`src/rtl/btm_pkg.sv`:
```
// Constants and types shared by the bus transceiver mode control block.
// Assumes a single 10 MHz clock and a classic Wishbone register port.
package btm_pkg;

    localparam int CLK_HZ         = 10_000_000;
    localparam int CLK_PERIOD_NS  = 1_000_000_000 / CLK_HZ;

    // Activity and idle detection times (plain defaults).
    localparam int T_DET_ACT_NS   = 500;
    localparam int T_DET_IDLE_NS  = 2000;
    localparam int ACT_CYCLES     = (T_DET_ACT_NS + CLK_PERIOD_NS - 1) / CLK_PERIOD_NS;
    localparam int IDLE_CYCLES    = (T_DET_IDLE_NS + CLK_PERIOD_NS - 1) / CLK_PERIOD_NS;
    localparam int CNT_W          = 8;

    // Register map, byte addresses.
    localparam logic [7:0] REG_CTRL   = 8'h00;
    localparam logic [7:0] REG_STATUS = 8'h04;

    // Control register fields and reset value.
    localparam int CTRL_SW_STBY_BIT = 0;
    localparam logic [31:0] CTRL_RESET = 32'h0000_0000;

    // Status register field positions.
    localparam int ST_MODE_LSB  = 0;
    localparam int ST_POWER_ON_FLAG_BIT  = 2;
    localparam int ST_UVCC_BIT  = 3;
    localparam int ST_UVIO_BIT  = 4;
    localparam int ST_WAKE_BIT  = 5;
    localparam int ST_TX_BIT    = 6;
    localparam int ST_ACT_BIT   = 7;

    // Pin input order and levels after reset (pull-ups and pull-downs).
    localparam int PIN_W = 6;
    localparam int P_TXD = 0;
    localparam int P_TRANSMIT_ENABLE_N_N = 1;
    localparam int P_GE = 2;
    localparam int P_STBY_N = 3;
    localparam int P_SCLK = 4;
    localparam int P_SSEL_N = 5;
    localparam logic [PIN_W-1:0] PIN_INIT = 6'h32;

    // Monitor input order.
    localparam int MON_W = 9;
    localparam int M_POR = 0;
    localparam int M_UVCC = 1;
    localparam int M_UVIO = 2;
    localparam int M_OT = 3;
    localparam int M_TXTO = 4;
    localparam int M_ACT = 5;
    localparam int M_LOW = 6;
    localparam int M_WAKE = 7;
    localparam int M_ERR = 8;
    localparam logic [MON_W-1:0] MON_INIT = 9'h006;

    typedef enum logic [1:0] {
        BTM_OFF  = 2'h0,
        BTM_STBY = 2'h1,
        BTM_NORM = 2'h2
    } btm_mode_t;

endpackage

```
`src/rtl/btm_sync.sv`:
```
// Three-stage input synchroniser with agreement filter for a group of bits.
// Assumes inputs are asynchronous to clk_i; output is registered.
`timescale 1ns/10ps
module btm_sync
#(
    parameter int                WIDTH = 1,
    parameter logic [WIDTH-1:0]  INIT  = '0
)
(
    // Clock and reset
    input  wire logic             clk_i,
    input  wire logic             rst_i,
    // Data
    input  wire logic [WIDTH-1:0] d_i,
    output logic      [WIDTH-1:0] q_o
);
    logic [WIDTH-1:0] s1;
    logic [WIDTH-1:0] s2;
    logic [WIDTH-1:0] s3;
    wire  [WIDTH-1:0] next_q = (s2 & s3) | (q_o & (s2 ^ s3));

    // A change is taken only once the second and third stages agree.
    always_ff @(posedge clk_i)
    begin
        if (rst_i)
        begin
            s1  <= INIT;
            s2  <= INIT;
            s3  <= INIT;
            q_o <= INIT;
        end
        else
        begin
            s1  <= d_i;
            s2  <= s1;
            s3  <= s2;
            q_o <= next_q;
        end
    end
endmodule

```
`src/rtl/btm_mode_ctrl.sv`:
```
// Mode, transmitter gating and receive pin control of a bus transceiver.
// Assumes analog comparators deliver supply, bus and wake results as levels.
//
// Decided for this implementation: the Wishbone slave port and the placing of the registers.
`timescale 1ns/10ps
module btm_mode_ctrl
    import btm_pkg::*;
(
    // Clock and reset
    input  wire logic        clk_i,
    input  wire logic        rst_i,
    // Wishbone slave
    input  wire logic        wb_cyc_i,
    input  wire logic        wb_stb_i,
    input  wire logic        wb_we_i,
    input  wire logic [7:0]  wb_adr_i,
    input  wire logic [3:0]  wb_sel_i,
    input  wire logic [31:0] wb_dat_i,
    output logic      [31:0] wb_dat_o,
    output logic             wb_ack_o,
    // Host pins
    input  wire logic        txd_i,
    input  wire logic        transmit_enable_n_i,
    input  wire logic        guardian_enable_i,
    input  wire logic        standby_n_i,
    input  wire logic        serial_clk_i,
    input  wire logic        serial_select_n_i,
    output logic             receive_data_out_o,
    output logic             error_indicator_n_o,
    output logic             error_indicator_oe_o,
    // Analog monitor results
    input  wire logic        por_ok_i,
    input  wire logic        core_uv_i,
    input  wire logic        io_uv_i,
    input  wire logic        overtemp_i,
    input  wire logic        transmit_enable_n_timeout_i,
    input  wire logic        bus_act_i,
    input  wire logic        bus_low_i,
    input  wire logic        wake_event_i,
    input  wire logic        error_flag_i,
    // Bus driver and analog enables
    output logic             bus_line_plus_o,
    output logic             bus_line_minus_o,
    output logic             bus_drive_en_o,
    output logic             normal_rx_en_o,
    output logic             lp_rx_en_o,
    output logic             uv_det_en_o,
    // Serial readout side
    output logic             serial_readout_ok_o,
    output logic             serial_clk_int_o,
    output logic             serial_select_n_int_o
);
    logic [PIN_W-1:0] pin_s;
    logic [MON_W-1:0] mon_s;

    // Pins and monitors pass the filter first.
    btm_sync #(.WIDTH(PIN_W), .INIT(PIN_INIT)) u_pin_sync
    (
        .clk_i (clk_i),
        .rst_i (rst_i),
        .d_i   ({serial_select_n_i, serial_clk_i, standby_n_i,
                 guardian_enable_i, transmit_enable_n_i, txd_i}),
        .q_o   (pin_s)
    );

    btm_sync #(.WIDTH(MON_W), .INIT(MON_INIT)) u_mon_sync
    (
        .clk_i (clk_i),
        .rst_i (rst_i),
        .d_i   ({error_flag_i, wake_event_i, bus_low_i, bus_act_i, transmit_enable_n_timeout_i,
                 overtemp_i, io_uv_i, core_uv_i, por_ok_i}),
        .q_o   (mon_s)
    );

    btm_mode_t  mode;
    btm_mode_t  next_mode;
    logic       power_on_flag;
    logic       core_supply_undervoltage_flag;
    logic       io_supply_undervoltage_flag;
    logic       wake_flag;
    logic       wake_hold;
    logic       power_on_flag_clr_pend;
    logic       tx_on;
    logic       bus_active;
    logic [CNT_W-1:0] act_cnt;
    logic [CNT_W-1:0] idle_cnt;
    logic [31:0] ctrl;

    // Undervoltage on the io supply forces safe internal levels.
    wire uv_io       = io_supply_undervoltage_flag;
    wire uv_cc       = core_supply_undervoltage_flag;
    wire txd_int     = pin_s[P_TXD] & ~uv_io;
    wire transmit_enable_n_n_int  = pin_s[P_TRANSMIT_ENABLE_N_N] | uv_io;
    wire ge_int      = pin_s[P_GE] & ~uv_io;
    wire stby_n_int  = pin_s[P_STBY_N] & ~uv_io & ~ctrl[CTRL_SW_STBY_BIT];
    wire sclk_int    = pin_s[P_SCLK] | uv_io;
    wire ssel_n_int  = pin_s[P_SSEL_N] | uv_io;
    wire por_int     = mon_s[M_POR];

    wire in_norm     = (mode == BTM_NORM);
    wire in_stby     = (mode == BTM_STBY);
    wire in_off      = (mode == BTM_OFF);

    // Mode decisions.
    wire go_off      = ~por_int & ~in_off;
    wire go_stby_up  = in_off & por_int;
    wire go_norm     = in_stby & stby_n_int & ~uv_io & ~uv_cc;
    wire leave_norm  = in_norm & (~stby_n_int | uv_io | uv_cc);

    always_comb
    begin
        next_mode = mode;
        if (go_off)
            next_mode = BTM_OFF;
        else if (go_stby_up)
            next_mode = BTM_STBY;
        else if (go_norm)
            next_mode = BTM_NORM;
        else if (leave_norm)
            next_mode = BTM_STBY;
    end

    // Wake flag: set only in Standby without core undervoltage.
    wire wake_set     = in_stby & ~uv_cc & mon_s[M_WAKE];
    wire next_wake    = wake_set | (wake_flag & ~go_norm);

    // Transmitter gating in Normal mode only; guardian enable is ignored elsewhere.
    wire tx_allowed   = in_norm & ge_int & ~transmit_enable_n_n_int & ~mon_s[M_OT] & ~mon_s[M_TXTO];
    // Activation waits for the first low on transmit data.
    // Leaving Normal drops tx_on at the same edge; the registered driver outputs stay on for the first Standby cycle.
    wire next_tx_on   = tx_allowed & (next_mode == BTM_NORM) & (tx_on | ~txd_int);

    // Activity and idle detection counters.
    wire bus_act_int  = mon_s[M_ACT];
    wire act_done     = (act_cnt == CNT_W'(ACT_CYCLES - 1));
    wire idle_done    = (idle_cnt == CNT_W'(IDLE_CYCLES - 1));
    wire next_active  = in_norm & (bus_active ? ~(~bus_act_int & idle_done)
                                              : (bus_act_int & act_done));

    // Receive and error pin selection.
    wire norm_rxd     = bus_active ? ~mon_s[M_LOW] : 1'b1;
    wire next_rxd     = in_off ? 1'b1 :
                        in_norm ? norm_rxd :
                        uv_io  ? 1'b0 :
                        ~wake_hold;
    wire stby_err_sel = uv_cc & stby_n_int;
    wire next_error_indicator_n    = uv_io ? 1'b0 :
                        (in_norm | stby_err_sel) ? ~mon_s[M_ERR] :
                        ~wake_hold;

    always_ff @(posedge clk_i)
    begin
        if (rst_i)
            mode <= BTM_OFF;
        else
            mode <= next_mode;
    end

    // Supply flags and the power-on flag.
    always_ff @(posedge clk_i)
    begin
        if (rst_i | in_off)
        begin
            power_on_flag                 <= 1'b0;
            core_supply_undervoltage_flag <= 1'b1;
            io_supply_undervoltage_flag   <= 1'b1;
            power_on_flag_clr_pend                 <= 1'b0;
        end
        else if (go_off)
        begin
            core_supply_undervoltage_flag <= 1'b1;
            io_supply_undervoltage_flag   <= 1'b1;
        end
        else
        begin
            core_supply_undervoltage_flag <= mon_s[M_UVCC];
            io_supply_undervoltage_flag   <= mon_s[M_UVIO];
            power_on_flag_clr_pend                 <= go_norm;
            if (power_on_flag_clr_pend)
                power_on_flag <= 1'b0;
        end
        if (!rst_i && go_stby_up)
            power_on_flag <= 1'b1;
    end

    // Digital section state, reset again on every power-up.
    always_ff @(posedge clk_i)
    begin
        if (rst_i | in_off)
        begin
            wake_flag  <= 1'b0;
            wake_hold  <= 1'b0;
            tx_on      <= 1'b0;
            bus_active <= 1'b0;
            act_cnt    <= '0;
            idle_cnt   <= '0;
        end
        else
        begin
            wake_flag  <= next_wake;
            if (!uv_cc)
                wake_hold <= next_wake;
            tx_on      <= next_tx_on;
            bus_active <= next_active;
            act_cnt    <= (in_norm & bus_act_int & ~act_done) ? act_cnt + 1'b1 : '0;
            idle_cnt   <= (in_norm & ~bus_act_int & ~idle_done) ? idle_cnt + 1'b1 : '0;
        end
    end

    // Registered pin and enable outputs.
    always_ff @(posedge clk_i)
    begin
        if (rst_i)
        begin
            receive_data_out_o    <= 1'b1;
            error_indicator_n_o   <= 1'b1;
            error_indicator_oe_o  <= 1'b0;
            bus_line_plus_o       <= 1'b0;
            bus_line_minus_o      <= 1'b0;
            bus_drive_en_o        <= 1'b0;
            normal_rx_en_o        <= 1'b0;
            lp_rx_en_o            <= 1'b0;
            uv_det_en_o           <= 1'b0;
            serial_readout_ok_o   <= 1'b0;
            serial_clk_int_o      <= 1'b1;
            serial_select_n_int_o <= 1'b1;
        end
        else
        begin
            receive_data_out_o    <= next_rxd;
            error_indicator_n_o   <= next_error_indicator_n;
            error_indicator_oe_o  <= ~in_off;
            bus_line_plus_o       <= tx_on & txd_int;
            bus_line_minus_o      <= tx_on & ~txd_int;
            bus_drive_en_o        <= tx_on;
            normal_rx_en_o        <= in_norm;
            lp_rx_en_o            <= in_stby & ~uv_cc;
            uv_det_en_o           <= ~in_off;
            serial_readout_ok_o   <= ~in_off & ~uv_io;
            serial_clk_int_o      <= sclk_int;
            serial_select_n_int_o <= ssel_n_int;
        end
    end

    // Wishbone slave: one wait state, unmapped reads return zero.
    wire wb_req    = wb_cyc_i & wb_stb_i & ~wb_ack_o;
    wire sel_ctrl  = (wb_adr_i == REG_CTRL);
    wire sel_stat  = (wb_adr_i == REG_STATUS);
    wire [31:0] status_word = {24'h0, bus_active, tx_on, wake_flag,
                               io_supply_undervoltage_flag,
                               core_supply_undervoltage_flag,
                               power_on_flag, mode};
    wire [31:0] rd_word = sel_ctrl ? ctrl : sel_stat ? status_word : 32'h0;

    always_ff @(posedge clk_i)
    begin
        if (rst_i)
        begin
            wb_ack_o <= 1'b0;
            wb_dat_o <= 32'h0;
            ctrl     <= CTRL_RESET;
        end
        else
        begin
            wb_ack_o <= wb_req;
            wb_dat_o <= (wb_req & ~wb_we_i) ? rd_word : 32'h0;
            if (wb_req & wb_we_i & sel_ctrl & wb_sel_i[0])
                ctrl[7:0] <= wb_dat_i[7:0];
        end
    end
endmodule

```
`config.mk`:
```
export PLATFORM = sky130hd
export DESIGN_NAME = btm_mode_ctrl
export DESIGN_NICKNAME = d
export VERILOG_FILES = /design/src/rtl/btm_pkg.sv /design/src/rtl/btm_sync.sv /design/src/rtl/btm_mode_ctrl.sv
export SDC_FILE = /design/constraint.sdc
export NUM_CORES = 1
export LEC_CHECK = 0
export BUFFER_PORTS_ARGS = -buffer_cell sky130_fd_sc_hd__buf_4
export CAP_MARGIN = 10
export CORE_MARGIN = 2
export CORE_UTILIZATION = 56
export DETAILED_ROUTE_END_ITERATION = 10
export PLACE_DENSITY = 0.91
export RECOVER_POWER = 100
export SLEW_MARGIN = 15
export SYNTH_ARGS = -nofsm -noshare
export SYNTH_HDL_FRONTEND = slang
export SYNTH_SLANG_ARGS = --single-unit
```
`constraint.sdc`:
```
create_clock -name clk_i -period 2.3 [get_ports clk_i]
set_clock_uncertainty 0.15 [all_clocks]
set_input_delay 0.345 -clock clk_i [delete_from_list [all_inputs] [get_ports clk_i]]
set_output_delay 0.345 -clock clk_i [all_outputs]
set_load 0.05 [all_outputs]
```
==> results.md <==
| Step | Metric | Value |
|:---|:---|:---|
| critical path | R2R Path End | act_cnt[3] |
| timing | Fin Setup TNS | 0 ns |
| logic synthesis | Most frequent cells after synthesis | 114 x dfxtp_1, 33 x nor2b_1, 31 x a21oi_1 |
| critical path | Delay-heaviest family, CP | simple AND/OR/NAND/NOR gates |
| global routing | Met3 usage in global routing | 6.14% |
| logic synthesis | Most used flip-flop cell after synthesis | dfxtp_1 |
| critical path | Type of the worst setup path | flop to flop |
| detailed routing | DRC Markers | 0 |
| critical path | Cells along the critical path | inv_1, ha_1, nor4b_1, a21o_1, nor2_1 |
| pwr | Power per standard cell area | 881 nW/µm² |
| critical path | Crit-path slowest cell | nor4b_1 |
| floorplan | I/O pin count | 109 |
| job | Total of max-cap violations | 0 |
| critical path | Type of element launching the critical path | flop |
| pwr | Pwr Total | 4.73 mW |
| run status | Result of the run | complete, no violations |
| critical path | Bufs and invs on worst path | 1 |
| logic synthesis | Mapped Cells | 416 |
| min path | Hold path depth | 4 |
| logic synthesis | Portion of synthesized cell area occupied by the leading cell type | 53.7% |
| logic synthesis | Register bit count reported by yosys | 114 |
| logic synthesis | Total of warnings raised by yosys | 0 |
| timing | Count of final setup violators | 0 |
| timing | Tightest slew margin relative to the limit | 48.1% |
| timing | Fmax | 525 MHz |
| cts | Setup bufs post-CTS | 0 |
| placed design | Pre-CTS setup slack | 0.518 ns |
| critical path | Startpoint of the worst register-to-register path | act_cnt[0] |
| floorplan | Number of cell rows | 31 |
| critical path | Critical path data arrival time | 2.15 ns |
| detailed routing | Wire length reported by the detailed router | 8920 µm |
| critical path | R2R cell count | 5 |
| logic synthesis | Syn avg cell area | 10.2 µm² |
| cts | Number of buffers between clock root and the deepest sink | 2 |
| critical path | Largest stage delay on the critical path | 0.54 ns |
| critical path | Depth of the critical timing path with buffers and inverters included | 5 |
| cts | Clk sink count | 114 |
| logic synthesis | Compound-gate portion of the synthesized area | 7.48% |
| cts | Clk slew on worst S/H paths | 0.05 ns |
| critical path | Maximum net fanout on the critical path | 8 |
| floorplan | Die width | 91.1 µm |
| cts | Hold bufs inserted after CTS | 25 |
| detailed routing | Length of the first detailed-routing pass in iterations | 5 |
| critical path | Element type at the critical path end | flop |
| logic synthesis | Synth top area cells | dfxtp_1 54%, ha_1 5.3%, nor2b_1 4.9% |
| global routing | Met2 Resource Use GR | 39.0% |
| logic synthesis | Adder-cell area share of the yosys netlist | 5.30% |
| placed design | Final HPWL DP | 5080 µm |
| timing | RSZ-0062 raised after global routing | no |
| critical path | Flop2flop setup slack | 0.40 ns |
| placed design | Input/output buffers | 57 |
| logic synthesis | Post-synthesis sequential area ratio | 53.7% |
| timing | Slew Viols, Final | 0 |
| global routing | Pin count of the biggest net entering global routing | 49 |
| floorplan | Die area | 8300 µm² |
| detailed routing | Via total after detailed routing | 3,258 |
| logic synthesis | Library cell with the highest instance count after synthesis | dfxtp_1 |
| cells and area | Fraction of layout cells with a size suffix above 1 | 17.7% |
| pwr | Static power due to leakage | 2.11 nW |
| min path | Hold_sp | wb_adr_i[3] |
| min path | End of the worst hold path | wb_dat_o[5] |
| floorplan | Vertical extent of the die | 91.1 µm |
| timing | Final worst-path setup slack | 0.396 ns |
| detailed routing | Average detailed-routed wire length per instance | 14.5 µm |
| detailed routing | Residual antenna-violating net count after detailed routing | 0 |
| detailed routing | Number of DRC markers in iteration 0 | 144 |
| logic synthesis | Cell type contributing the most total cell area after synthesis | dfxtp_1 |
| logic synthesis | Largest family of logic cells by synthesized area | simple AND/OR/NAND/NOR gates |
| cells and area | NumNets Final | 584 |
| floorplan | Starting density of the core | 58.3% |
| logic synthesis | Simple-gate share of the synthesized area | 23.3% |
| timing | Worst hold margin | 0.0668 ns |
| critical path | Worst path required time | 2.55 ns |
| timing | Number of endpoints with negative hold slack in the final report | 0 |
| logic synthesis | Synth async-reset ratio | 0% |
| placed design | RD Place Congestion | 0.842 |
| timing | Post-route fraction of the period consumed by the critical path | 82.8% |
| cts | Level count of the clock H-tree | 4 |
| logic synthesis | Synthesized-area fraction occupied by xor and xnor cells | 1.24% |
| global routing | Vias in the first global route | 3,248 |
| logic synthesis | Fraction of synthesized area in multiplexers | 1.88% |
| global routing | GR Layer Usage met1 | 23.9% |
| cts | TritonCTS clock tree | done |
| global routing | GRT Residual Overflow | 0 |
| timing | Transition time at the pin with the least slew margin | 0.779 ns |
| pwr | Worst vdd ir | 581 µV |
| global routing | Wire length of the first global-routing pass | 14,400 µm |
| detailed routing | Detailed-route vias per instance | 5.31 |
| global routing | GR peak layer | met2 |
| min path | Worst min-delay path category | input port to flop |
| logic synthesis | Yosys cell types | 45 |
| global routing | Antenna violations before repair | 0 |
| timing | Tmin final | 1.90 ns |
| cells and area | Final standard cell area without fillers | 5370 µm² |
| cts | Clock latency reported for the late side of the worst-skew pair | 0.52 ns |
| logic synthesis | EDFF count, synth | 0 |
| cts | Clock Root Buffer | clkbuf_8 |
| logic synthesis | Cell area after technology mapping | 4250 µm² |
| global routing | Total global routing track utilization | 22.3% |
| cts | Post-CTS sizing | 0 |
| placed design | Cell area reported after detailed placement | 4650 µm² |
| floorplan | Std-Cell Core Area | 7290 µm² |
| cts | Number of buffers added by the clock tree synthesis step | 17 |
| cells and area | Antenna Diode Count | 0 |
| cells and area | Relative area change from synthesis to final layout | 26.4% |
## worst max-delay path by stage
stage | start | to | slack [ns]
detailed placement | wb_adr_i[1] | ctrl[2] | 0.52
CTS | act_cnt[0] | act_cnt[0] | 0.50
floorplan | idle_cnt[5] | idle_cnt[2] | 0.76
finish | act_cnt[0] | act_cnt[3] | 0.40
global route | mode[1] | idle_cnt[5] | 0.28
global placement | wb_adr_i[1] | ctrl[3] | 0.56
## flip-flops by register name (all words and copies together), names as in the netlist, 8 cells and up
| name | flops |
|---|---|
| u_mon_sync.s2 | 9 |
| u_mon_sync.s3 | 9 |
| idle_cnt | 8 |
| act_cnt | 8 |
| u_mon_sync.s1 | 9 |
| ctrl | 8 |
| u_mon_sync.q_o | 9 |
| wb_dat_o | 8 |
## worst reg2reg max path, stage by stage, from the launching register on
cell,delay (ns)
dfxtp_1,0.36
inv_1,0.08
ha_1,0.16
nor4b_1,0.54
a21o_1,0.38
nor2_1,0.11
## layout by cell type, fill, tap and decap left out, types with 16 or more instances in the layout
master and instances:
nor2b_1 33, dlygate4sd3_1 25, clkbuf_16 16, conb_1 24
a21oi_1 31, ha_1 18, nand2b_1 20, nand3_1 26
clkbuf_1 23, nor2_1 23, buf_4 36, dfxtp_1 114
or2_2 16
## report_power, final
group          internal (mW)  total (mW)  switching [mW]
logic                  0.107       0.266           0.159
clock network           1.58        2.44           0.858
registers               2.01        2.03          0.0138
total                   3.70        4.73            1.03
## final cells by class
type	count	area, µm²
multi-input combinational	273	1750
timing repair buffer	85	617
fill	491	1920
sequential	114	2280
clock buffer	21	449
clock inverter	11	111
inverter	11	41.3
tap	99	124
## logic make-up (layout without fill, tap and decap cells)
logic type | Yosys count | in the layout
flip-flops | 114 | 114
multiplexers | 8 | 8
AND/OR/NAND/NOR | 163 | 163
other | 1 | 24
adder cells (fa/ha/maj) | 18 | 18
buffers and inverters | 52 | 128
AO/OA/AOI/OAI | 54 | 54
XOR/XNOR | 6 | 6
## routing by layer
metal	vias up	share of wire [%]
met5	-	0
met3	33	6.4
met2	158	51
met1	1525	40
li1	1542	-
met4	0	2.9
## through the flow
| step | std cells | utilization [%] |
|---|---|---|
| 2_1_floorplan | 439 | - |
| 3_3_place_gp | 557 | 63.8 |
| 3_5_place_dp | 557 | 63.8 |
| 4_1_cts | 614 | 74.9 |
| 5_1_grt | 614 | 73.7 |
| 6_report | 614 | 73.7 |
No activity file was read; power rests on OpenSTA's default activity.
